## src/rtl/fsps_regs.svh

```systemverilog
`ifndef FSPS_REGS_SVH
`define FSPS_REGS_SVH

// Register selects on the software write port
`define FSPS_SEL_CTRL 2'h0
`define FSPS_SEL_UNLOCK 2'h1
`define FSPS_SEL_ADDR_HI 2'h2
`define FSPS_SEL_ADDR_LO 2'h3

// Control register fields
`define FSPS_CTRL_START_BIT 15
`define FSPS_CTRL_ERASE_BIT 0
`define FSPS_CTRL_RESET 16'h0000

// Unlock key values, written in this order
`define FSPS_KEY_FIRST 16'h0055
`define FSPS_KEY_SECOND 16'h00aa

// Address widths
`define FSPS_ADDR_HI_W 8
`define FSPS_ADDR_LO_W 16

`endif

```

## src/rtl/fsps_pkg.sv

```systemverilog
package fsps_pkg;

    // Sequencer states, Gray coded along idle, issue, wait
    typedef enum logic [1:0] {
        FSPS_IDLE  = 2'b00,
        FSPS_ISSUE = 2'b01,
        FSPS_WAIT  = 2'b11
    } fsps_state_t;

    // Unlock progress
    typedef enum logic [1:0] {
        FSPS_KEY_NONE  = 2'b00,
        FSPS_KEY_HALF  = 2'b01,
        FSPS_KEY_ARMED = 2'b11
    } fsps_key_t;

    // Software register write
    typedef struct packed {
        logic wr_en;
        logic [1:0] sel;
        logic [15:0] data;
    } fsps_sw_wr_t;

    // Pair of instruction words to program
    typedef struct packed {
        logic [23:0] word1;
        logic [23:0] word0;
    } fsps_word_pair_t;

    // Request to the flash array
    typedef struct packed {
        logic valid;
        logic erase;
        logic [23:0] addr;
        fsps_word_pair_t words;
    } fsps_flash_req_t;

endpackage : fsps_pkg

```

## src/rtl/fsps_top.sv

```systemverilog
`timescale 1ns/1ns
// How it works
// - One erase request erases exactly the one page holding the target address.
// - One program request always carries exactly two instruction words together.
// - No operation starts unless the full unlock sequence preceded the start write.
// - Core stays stalled from launch until the flash reports the operation done.
// - Writing one to control bit 15 launches the selected erase or program.
// - Hardware clears the start bit itself when the operation finishes.
// - Unlock needs 0x55 then 0xAA in consecutive writes; it is never read.
// - Target address is 24 bits: upper 8-bit register joined to lower 16-bit.
`include "fsps_regs.svh"

module fsps_top
    import fsps_pkg::*;
(
    input wire logic i_ref_clk,
    input wire logic i_rst_b,
    input wire fsps_sw_wr_t i_sw_wr,
    input wire fsps_word_pair_t i_prog_words,
    input wire logic i_flash_done,
    output fsps_flash_req_t o_flash_req,
    output logic o_core_stall,
    output logic [15:0] o_ctrl_rd
);

    // ************************************************
    // Reset release
    // ************************************************

    logic rst_meta_reg;
    logic rst_sync_b_reg;

    // Two flops release the reset on the clock
    always_ff @(posedge i_ref_clk or negedge i_rst_b) begin
        if (!i_rst_b) begin
            rst_meta_reg <= 1'b0;
            rst_sync_b_reg <= 1'b0;
        end else begin
            rst_meta_reg <= 1'b1;
            rst_sync_b_reg <= rst_meta_reg;
        end
    end

    // ************************************************
    // Software registers
    // ************************************************

    fsps_state_t state_reg;
    fsps_key_t key_reg;
    logic start_reg;
    logic erase_sel_reg;
    logic [`FSPS_ADDR_HI_W-1:0] addr_hi_reg;
    logic [`FSPS_ADDR_LO_W-1:0] addr_lo_reg;
    logic ctrl_wr;
    logic launch;
    logic busy;
    logic op_done;

    assign busy = start_reg;
    // The array's done only counts while an operation is outstanding
    assign op_done = (state_reg == FSPS_WAIT) && i_flash_done;
    assign ctrl_wr = i_sw_wr.wr_en && (i_sw_wr.sel == `FSPS_SEL_CTRL);
    // Launch only when unlocked, idle and start bit written as one
    assign launch = ctrl_wr && i_sw_wr.data[`FSPS_CTRL_START_BIT]
                    && (key_reg == FSPS_KEY_ARMED) && !busy;

    // Unlock key tracking; any other write breaks the sequence
    always_ff @(posedge i_ref_clk or negedge rst_sync_b_reg) begin
        if (!rst_sync_b_reg) begin
            key_reg <= FSPS_KEY_NONE;
        end else if (i_sw_wr.wr_en) begin
            if (i_sw_wr.sel == `FSPS_SEL_UNLOCK && i_sw_wr.data == `FSPS_KEY_FIRST) begin
                key_reg <= FSPS_KEY_HALF;
            end else if (i_sw_wr.sel == `FSPS_SEL_UNLOCK && i_sw_wr.data == `FSPS_KEY_SECOND
                         && key_reg == FSPS_KEY_HALF) begin
                key_reg <= FSPS_KEY_ARMED;
            end else begin
                key_reg <= FSPS_KEY_NONE;
            end
        end
    end

    // Operation select and address, frozen while busy
    always_ff @(posedge i_ref_clk or negedge rst_sync_b_reg) begin
        if (!rst_sync_b_reg) begin
            erase_sel_reg <= 1'b0;
            addr_hi_reg <= '0;
            addr_lo_reg <= '0;
        end else if (i_sw_wr.wr_en && !busy) begin
            if (i_sw_wr.sel == `FSPS_SEL_CTRL) begin
                erase_sel_reg <= i_sw_wr.data[`FSPS_CTRL_ERASE_BIT];
            end
            if (i_sw_wr.sel == `FSPS_SEL_ADDR_HI) begin
                addr_hi_reg <= i_sw_wr.data[`FSPS_ADDR_HI_W-1:0];
            end
            if (i_sw_wr.sel == `FSPS_SEL_ADDR_LO) begin
                addr_lo_reg <= i_sw_wr.data;
            end
        end
    end

    // ************************************************
    // Sequencer
    // ************************************************

    // Idle, one issue cycle, then wait for the array
    always_ff @(posedge i_ref_clk or negedge rst_sync_b_reg) begin
        if (!rst_sync_b_reg) begin
            state_reg <= FSPS_IDLE;
        end else begin
            unique case (state_reg)
                FSPS_IDLE: begin
                    if (launch) begin
                        state_reg <= FSPS_ISSUE;
                    end
                end
                FSPS_ISSUE: begin
                    state_reg <= FSPS_WAIT;
                end
                FSPS_WAIT: begin
                    if (i_flash_done) begin
                        state_reg <= FSPS_IDLE;
                    end
                end
                default: begin
                    state_reg <= FSPS_IDLE;
                end
            endcase
        end
    end

    // Start bit and core stall set on launch, cleared on completion
    always_ff @(posedge i_ref_clk or negedge rst_sync_b_reg) begin
        if (!rst_sync_b_reg) begin
            start_reg <= 1'b0;
            o_core_stall <= 1'b0;
        end else if (launch) begin
            start_reg <= 1'b1;
            o_core_stall <= 1'b1;
        end else if (op_done) begin
            start_reg <= 1'b0;
            o_core_stall <= 1'b0;
        end
    end

    // One-cycle request to the array with address and word pair
    always_ff @(posedge i_ref_clk or negedge rst_sync_b_reg) begin
        if (!rst_sync_b_reg) begin
            o_flash_req <= '0;
        end else begin
            o_flash_req.valid <= launch;
            if (launch) begin
                o_flash_req.erase <= i_sw_wr.data[`FSPS_CTRL_ERASE_BIT];
                o_flash_req.addr <= {addr_hi_reg, addr_lo_reg};
                o_flash_req.words <= i_prog_words;
            end
        end
    end

    // Control readback: start bit and operation select
    // Start readback clears on the same edge as the stall, so a released core never reads busy
    always_ff @(posedge i_ref_clk or negedge rst_sync_b_reg) begin
        if (!rst_sync_b_reg) begin
            o_ctrl_rd <= `FSPS_CTRL_RESET;
        end else begin
            o_ctrl_rd <= {(start_reg && !op_done) || launch, 14'h0000,
                          launch ? i_sw_wr.data[`FSPS_CTRL_ERASE_BIT] : erase_sel_reg};
        end
    end

    // ************************************************
    // Checks
    // ************************************************

    property p_erase_one_page;
        @(posedge i_ref_clk) disable iff (!rst_sync_b_reg)
        launch && i_sw_wr.data[`FSPS_CTRL_ERASE_BIT] |=> o_flash_req.valid && o_flash_req.erase;
    endproperty
    a_erase_one_page: assert property (p_erase_one_page) else $error("erase not issued");

    property p_word_pair;
        @(posedge i_ref_clk) disable iff (!rst_sync_b_reg)
        launch |=> o_flash_req.words == $past(i_prog_words);
    endproperty
    a_word_pair: assert property (p_word_pair) else $error("word pair not carried");

    property p_needs_unlock;
        @(posedge i_ref_clk) disable iff (!rst_sync_b_reg)
        $rose(start_reg) |-> $past(key_reg) == FSPS_KEY_ARMED;
    endproperty
    a_needs_unlock: assert property (p_needs_unlock) else $error("start without unlock");

    property p_stall_held;
        @(posedge i_ref_clk) disable iff (!rst_sync_b_reg)
        state_reg != FSPS_IDLE |-> o_core_stall;
    endproperty
    a_stall_held: assert property (p_stall_held) else $error("stall dropped early");

    property p_stall_release;
        @(posedge i_ref_clk) disable iff (!rst_sync_b_reg)
        $fell(o_core_stall) |-> $past(state_reg) == FSPS_WAIT && $past(i_flash_done);
    endproperty
    a_stall_release: assert property (p_stall_release) else $error("stall released without done");

    property p_start_launch;
        @(posedge i_ref_clk) disable iff (!rst_sync_b_reg)
        launch |=> start_reg && o_flash_req.valid ##1 !o_flash_req.valid;
    endproperty
    a_start_launch: assert property (p_start_launch) else $error("launch did not start");

    property p_auto_clear;
        @(posedge i_ref_clk) disable iff (!rst_sync_b_reg)
        state_reg == FSPS_WAIT && i_flash_done |=> !start_reg && !o_core_stall && !o_ctrl_rd[15];
    endproperty
    a_auto_clear: assert property (p_auto_clear) else $error("start bit not cleared");

    property p_addr_join;
        @(posedge i_ref_clk) disable iff (!rst_sync_b_reg)
        launch |=> o_flash_req.addr == {$past(addr_hi_reg), $past(addr_lo_reg)};
    endproperty
    a_addr_join: assert property (p_addr_join) else $error("address not joined");

    property p_busy_ignore;
        @(posedge i_ref_clk) disable iff (!rst_sync_b_reg)
        start_reg && ctrl_wr |=> !o_flash_req.valid;
    endproperty
    a_busy_ignore: assert property (p_busy_ignore) else $error("launch accepted while busy");

endmodule : fsps_top

```

## config.mk

```make
export PLATFORM = sky130hd
export DESIGN_NAME = fsps_top
export DESIGN_NICKNAME = d
export VERILOG_FILES = /design/src/rtl/fsps_pkg.sv /design/src/rtl/fsps_top.sv
export VERILOG_INCLUDE_DIRS = /design/src /design/src/rtl
export SDC_FILE = /design/constraint.sdc
export NUM_CORES = 1
export LEC_CHECK = 0
export BUFFER_PORTS_ARGS = -buffer_cell sky130_fd_sc_hd__buf_2
export CAP_MARGIN = 15
export CORE_MARGIN = 2
export CORE_UTILIZATION = 52
export DETAILED_ROUTE_END_ITERATION = 7
export GPL_TIMING_DRIVEN = 0
export HOLD_SLACK_MARGIN = 0.12
export PLACE_DENSITY = 0.92
export SLEW_MARGIN = 20
export SYNTH_ARGS = -nofsm -noshare
export SYNTH_HDL_FRONTEND = slang
export SYNTH_SLANG_ARGS = --single-unit
```

## constraint.sdc

```tcl
create_clock -name i_ref_clk -period 4.9 [get_ports i_ref_clk]
set_input_delay 1.225 -clock i_ref_clk [delete_from_list [all_inputs] [get_ports i_ref_clk]]
set_output_delay 1.225 -clock i_ref_clk [all_outputs]
set_load 0.02 [all_outputs]
```

==> impl_metrics.yaml, run 1 <==
grt:
  grt_start_max_net_pins: 55
  grt_pass1_wl_mm: 13.37
  gr-total-overflow: 0
  track_usage_pct: 19.50
  grt_pass1_vias: 2807
  antenna_found_initial: 0
yosys:
  avgSynthCellArea_um2: 16.28
  ys_warn_count: 0
  seq_area_frac_synth_pct: 64.09
  synth_cell_types: 24
  synthCells: 259
  ys_ff_latch: 108
  synthesis.area_um2: 4217
clocking:
  cts.sinks: 108
  cts.root.buffer_cell: "clkbuf_8"
  clkSlewWorstSetupHoldPaths_ps: 100
  cts_hold_buf: 0
  ctsResizeCount: 0
  cts_setup_buffers: 0
  htree_num_levels: 3
  clock_path_buffers: 2
  cts_inserted_buffers: 9
  cts_tree: "built"
  clkLatencyLatePin_ps: 350
outcome:
  status: "completed"
final_layout:
  antenna_cells: 0
  area_growth_pct: 27.57
  final_cell_mix: "147 x buf_2, 107 x dfrtp_1, 83 x mux2_2"
  drive_above_1_share_pct: 62.30
  largest_reg_flops: 74
  layout.nets: 500
  final_common_cell: "buf_2"
  post_layout_nonfiller_instances: 537
placed_design:
  place_ws_ps: 2035
  place_inst: 521
  dp_hpwl_mm: 6.256
  io_buffer_count: 146
  gp_routability_congestion: 0.7071
routing:
  finalWirelength_mm: 8.276
  drc: 0
  via_count: 2645
  dr.pass1.iters: 4
  wl_per_cell_um: 15.41
  drtAntennaViolNets: 0
  first_iter_violations: 51
  viasPerCell: 4.926
critical_path:
  worstPathCellList: "buf_2, nor4b_2, and4_1, buf_4, buf_8, buf_8, mux2_1"
  cpLargestDelayFamily: "buffers and inverters"
  critical_path_arrival_ps: 2720
  startpoint_type: "input pin"
  cp.required_ps: 5130
  path_buf_inv: 4
  cpPeakStageDelay_ps: 340
  crit_top_cell: "buf_8"
  end_kind: "flop"
  slowest_stage: "mux2_1"
  worstPathMaxFanout: 10
  worstSetupPathType: "in -> reg"
power:
  ir_worst_vdd_v: 0.0002511
  p_leak_nw: 3.046
  power_density_nw_per_um2: 309.3
sta:
  period_minus_slack_ps: 2491
  period_share_pct: 50.84
  rsz0062_at_grt: "no"
  setup_violations: 0
  final.setup.worst_slack_ps: 2409
  slew_headroom_pct: 54.62
  final_max_slew_viol_count: 0
  max_freq_mhz: 401.4
  skew_ps: 15.53
  worstMarginPinSlew_ps: 680.7
  hold_violations: 0
  setup-tns-final_ps: 0
floorplanning:
  std_cell_rows: 32
  die_y_um: 94.05
  io_pins: 161
  dieArea_um2: 8845
  fp.dieW_um: 94.05
  core_area_um2: 7807
  start_util_pct: 54.01
flow_run:
  maxCapViolations: 0
hold_path:
  hold_class: "reg -> reg"
==> stage by stage <==
step | hold WS (ps) | cell area, um^2 | utilization [%] | power [W]
6_report | 371.4 | 5379 | 68.89 | 0.001664
5_1_grt | 394.3 | 5379 | 68.89 | 0.001732
4_1_cts | 378.7 | 5379 | 68.89 | 0.001680
3_5_place_dp | 351.7 | 5155 | 66.03 | 0.001094
3_3_place_gp | 338.9 | 5124 | 65.63 | 0.001080
2_1_floorplan | 331.2 | 4265 | - | 0.001038
==> synth_stat cells, drive strengths merged <==
master	instances	area (um^2)
clkbuf	1	3.750
o22ai	1	6.260
a31oi	1	6.260
a21oi	2	10.01
a21boi	1	7.510
nor2b	1	6.260
a21o	3	22.52
nand4	1	6.260
nand3	2	10.01
dfrtp	108	2703
nor4	1	6.260
conb	2	7.510
buf	24	200.2
nor4bb	5	50.05
nor4b	2	23.77
inv	2	7.510
mux2	99	1115
nor3b	1	7.510
and4	1	8.760
nand4b	1	8.760
==> where the power goes <==
| part | switching [W] | internal, W | leakage (nW) |
|---|---|---|---|
| sequential | 0.0000279 | 0.000932 | 1.45 |
| clock | 0.000285 | 0.000304 | 0.114 |
| combinational | 0.0000494 | 0.0000647 | 1.48 |
==> cell families after synthesis <==
kind of cell / Yosys count / share of synthesized area, %
DFF: 108 / 64.09
AOI/OAI and AO/OA: 8 / 1.247
other: 2 / 0.1781
muxes: 99 / 26.44
buffers and inverters: 27 / 5.015
and+or+nand+nor: 15 / 3.027
==> layer usage <==
metal	vias up	wire length, um	GRT usage, %
li1	1229	-	-
met1	1304	3420	23.54
met2	100	4248	35.42
met3	12	494	3.451
met4	0	112	6.039
met5	-	0	0
==> worst paths after layout <==
path / end / depth (start not counted) / startpoint / slack [ps]
max in group asynchronous: o_flash_req[13]$_DFFE_PN0P_ / 1 / rst_sync_b_reg$_DFF_PN0_ / 3830
max: o_flash_req[50]$_DFFE_PN0P_ / 7 / i_sw_wr[16] / 2410
min: rst_sync_b_reg$_DFF_PN0_ / 0 / rst_meta_reg$_DFF_PN0_ / 370
min reg2reg: rst_sync_b_reg$_DFF_PN0_ / 0 / rst_meta_reg$_DFF_PN0_ / 370
min in group asynchronous: o_flash_req[40]$_DFFE_PN0P_ / 0 / rst_sync_b_reg$_DFF_PN0_ / 380
max reg2reg: o_flash_req[50]$_DFFE_PN0P_ / 6 / busy$_DFFE_PN0P_ / 2990
==> layout make-up <==
type                    instances  area (um^2)
flip-flops and latches        108         2706
fillers                       551         2429
multi-input cells             137         1351
repair buffers                147        758.2
plain buffers                  25        203.9
clock buffers                  11        141.4
well taps                     102        127.6
clock inverters                 5        82.58
inverters                       2        7.507
Power figures use the tool's default switching activity.
==> run 2, diff against run 1 <==
Settings changed: CORE_UTILIZATION 52 to 44, PLACE_DENSITY 0.92 to 0.84.
Clock period 4.9 ns to 2 ns, I/O delays scaled along.
==> run 2 against run 1 <==
Against the previous run: worst setup slack got worse by 2300 ps; register-to-register slack got worse by 2900 ps; critical path depth down 1; utilization is 10 points lower; cell count up 5.2%; global-route usage decreased by 2.8 points; hold slack got worse by 14 ps; non-clock buffer count grew 1; power is 150% higher; sequential power is 140% higher; count of clock-buffer cells in the layout down 1; clock power increased by 150%; largest cell class unchanged.
==> impl_metrics.yaml, run 2 (same netlist as run 1, synthesis figures left out) <==
outcome:
  status: "completed"
sta:
  slew_headroom_pct: 55.83
  finalHoldWorstSlack_ps: 357.5
  hold_violations: 0
  period_share_pct: 95.40
  max_freq_mhz: 524.1
  final.setup.worst_slack_ps: 91.97
  worstMarginPinSlew_ps: 662.5
  final_max_slew_viol_count: 0
  setup_violations: 0
  skew_ps: 19.04
  period_minus_slack_ps: 1908
floorplanning:
  die_y_um: 101.9
  io_pins: 161
  start_util_pct: 45.42
  core_area_um2: 9284
  std_cell_rows: 35
  fp.dieW_um: 101.9
  dieArea_um2: 10380
final_layout:
  final_common_cell: "buf_2"
  area_growth_pct: 28.78
  drive_above_1_share_pct: 62.16
  layout.nets: 501
  final_cell_mix: "147 x buf_2, 107 x dfrtp_1, 83 x mux2_2"
  antenna_cells: 0
  final_core_util_pct: 58.49
  largest_reg_flops: 74
grt:
  grt_start_max_net_pins: 58
  gr-total-overflow: 0
  grt_pass1_vias: 2665
  track_usage_pct: 16.70
  grt_pass1_wl_mm: 13.30
  antenna_found_initial: 0
power:
  p_sw_share_pct: 22.63
  combPwrFrac_pct: 7.0
  p_switching_w: 0.0009253
  p_leak_nw: 3.053
  power.total_w: 0.004089
  pwr-share-seq_pct: 57.5
  ir_worst_vdd_v: 0.0004398
  p_int_w: 0.003164
  power_density_nw_per_um2: 753.1
  power.share.clock_pct: 35.6
critical_path:
  cpLargestDelayFamily: "buffers and inverters"
  crit_top_cell: "buf_8"
  slowest_stage: "dfrtp_1"
  cp.required_ps: 2240
  reg2reg_depth: 6
  end_kind: "flop"
  worstPathMaxFanout: 10
  worstSetupPathType: "reg -> reg"
  worstPathCellList: "nor4b_4, and4_1, buf_4, buf_8, buf_8, mux2_1"
  path_buf_inv: 3
  crit_cells: 6
  cpPeakStageDelay_ps: 490
  critical_path_arrival_ps: 2150
  startpoint_type: "flop"
clocking:
  clock_path_buffers: 2
  cts_tree: "built"
  cts.root.buffer_cell: "clkbuf_8"
  clkLatencyLatePin_ps: 360
  cts.sinks: 108
  cts_setup_buffers: 0
  cts_inserted_buffers: 9
  htree_num_levels: 3
  clkSlewWorstSetupHoldPaths_ps: 110
hold_path:
  hold_class: "in -> reg"
  min_delay_path_depth: 2
flow_run:
  maxCapViolations: 0
routing:
  finalWirelength_mm: 8.493
  viasPerCell: 4.690
  drc: 0
  via_count: 2650
  dr.pass1.iters: 4
  drtAntennaViolNets: 0
  wl_per_cell_um: 15.03
  first_iter_violations: 39
placed_design:
  place_ws_ps: -160.2
  io_buffer_count: 146
  dp_hpwl_mm: 6.319
  gp_routability_congestion: 0.7325
run 2: metal layers:
metal	vias to the layer above	wire (um)	GRT usage, %	part of all wire (%)
met3	10	500	3.830	5.9
met4	0	112	5.538	1.3
met5	-	0	0	0
met1	1300	3680	21.59	43
met2	105	4199	28.04	49
li1	1235	-	-	-
run 2: per-stage QoR:
step	instance area [um^2]	TNS, ps	instances
4_1_cts	5421	0	565
5_1_grt	5430	-223.3	565
3_5_place_dp	5189	-4114	548
6_report	5430	0	565
2_1_floorplan	4267	0	272
3_3_place_gp	5159	-34940	547
run 2: power by group through the flow:
stage / registers (W) / clock network (W) / logic (W)
global route: 0.00237 / 0.00160 / 0.000314
finish: 0.00235 / 0.00145 / 0.000286
CTS: 0.00235 / 0.00151 / 0.000287
floorplan: 0.00239 / 0 / 0.000151
detailed placement: 0.00240 / 0 / 0.000284
global placement: 0.00241 / 0 / 0.000245
run 2: area by class of cell:
cell class / count / area, um^2
plain buffers: 25 / 203.9
clock buffers: 10 / 127.6
clock inverters: 6 / 95.09
fillers: 795 / 3854
inverters: 2 / 7.507
multi-input cells: 137 / 1360
flip-flops and latches: 108 / 2706
well taps: 129 / 161.4
repair buffers: 148 / 768.2
run 2: timing repair:
| item | in CTS | in global routing |
|---|---|---|
| resized for setup | 0 | 1 |
| endpoints found under the hold margin | 2 | 0 |
| hold buffers | 1 | 0 |
| setup endpoints to repair | 0 | 9 |
run 2: path summary, 6_finish.rpt:
check | to | start | slack (ps)
max reg2reg | o_flash_req[51]$_DFFE_PN0P_ | busy$_DFFE_PN0P_ | 90
min | o_flash_req[23]$_DFFE_PN0P_ | i_prog_words[23] | 360
max | o_flash_req[51]$_DFFE_PN0P_ | busy$_DFFE_PN0P_ | 90
min reg2reg | rst_sync_b_reg$_DFF_PN0_ | rst_meta_reg$_DFF_PN0_ | 370
max in group asynchronous | o_flash_req[9]$_DFFE_PN0P_ | rst_sync_b_reg$_DFF_PN0_ | 900
min in group asynchronous | o_flash_req[4]$_DFFE_PN0P_ | rst_sync_b_reg$_DFF_PN0_ | 380
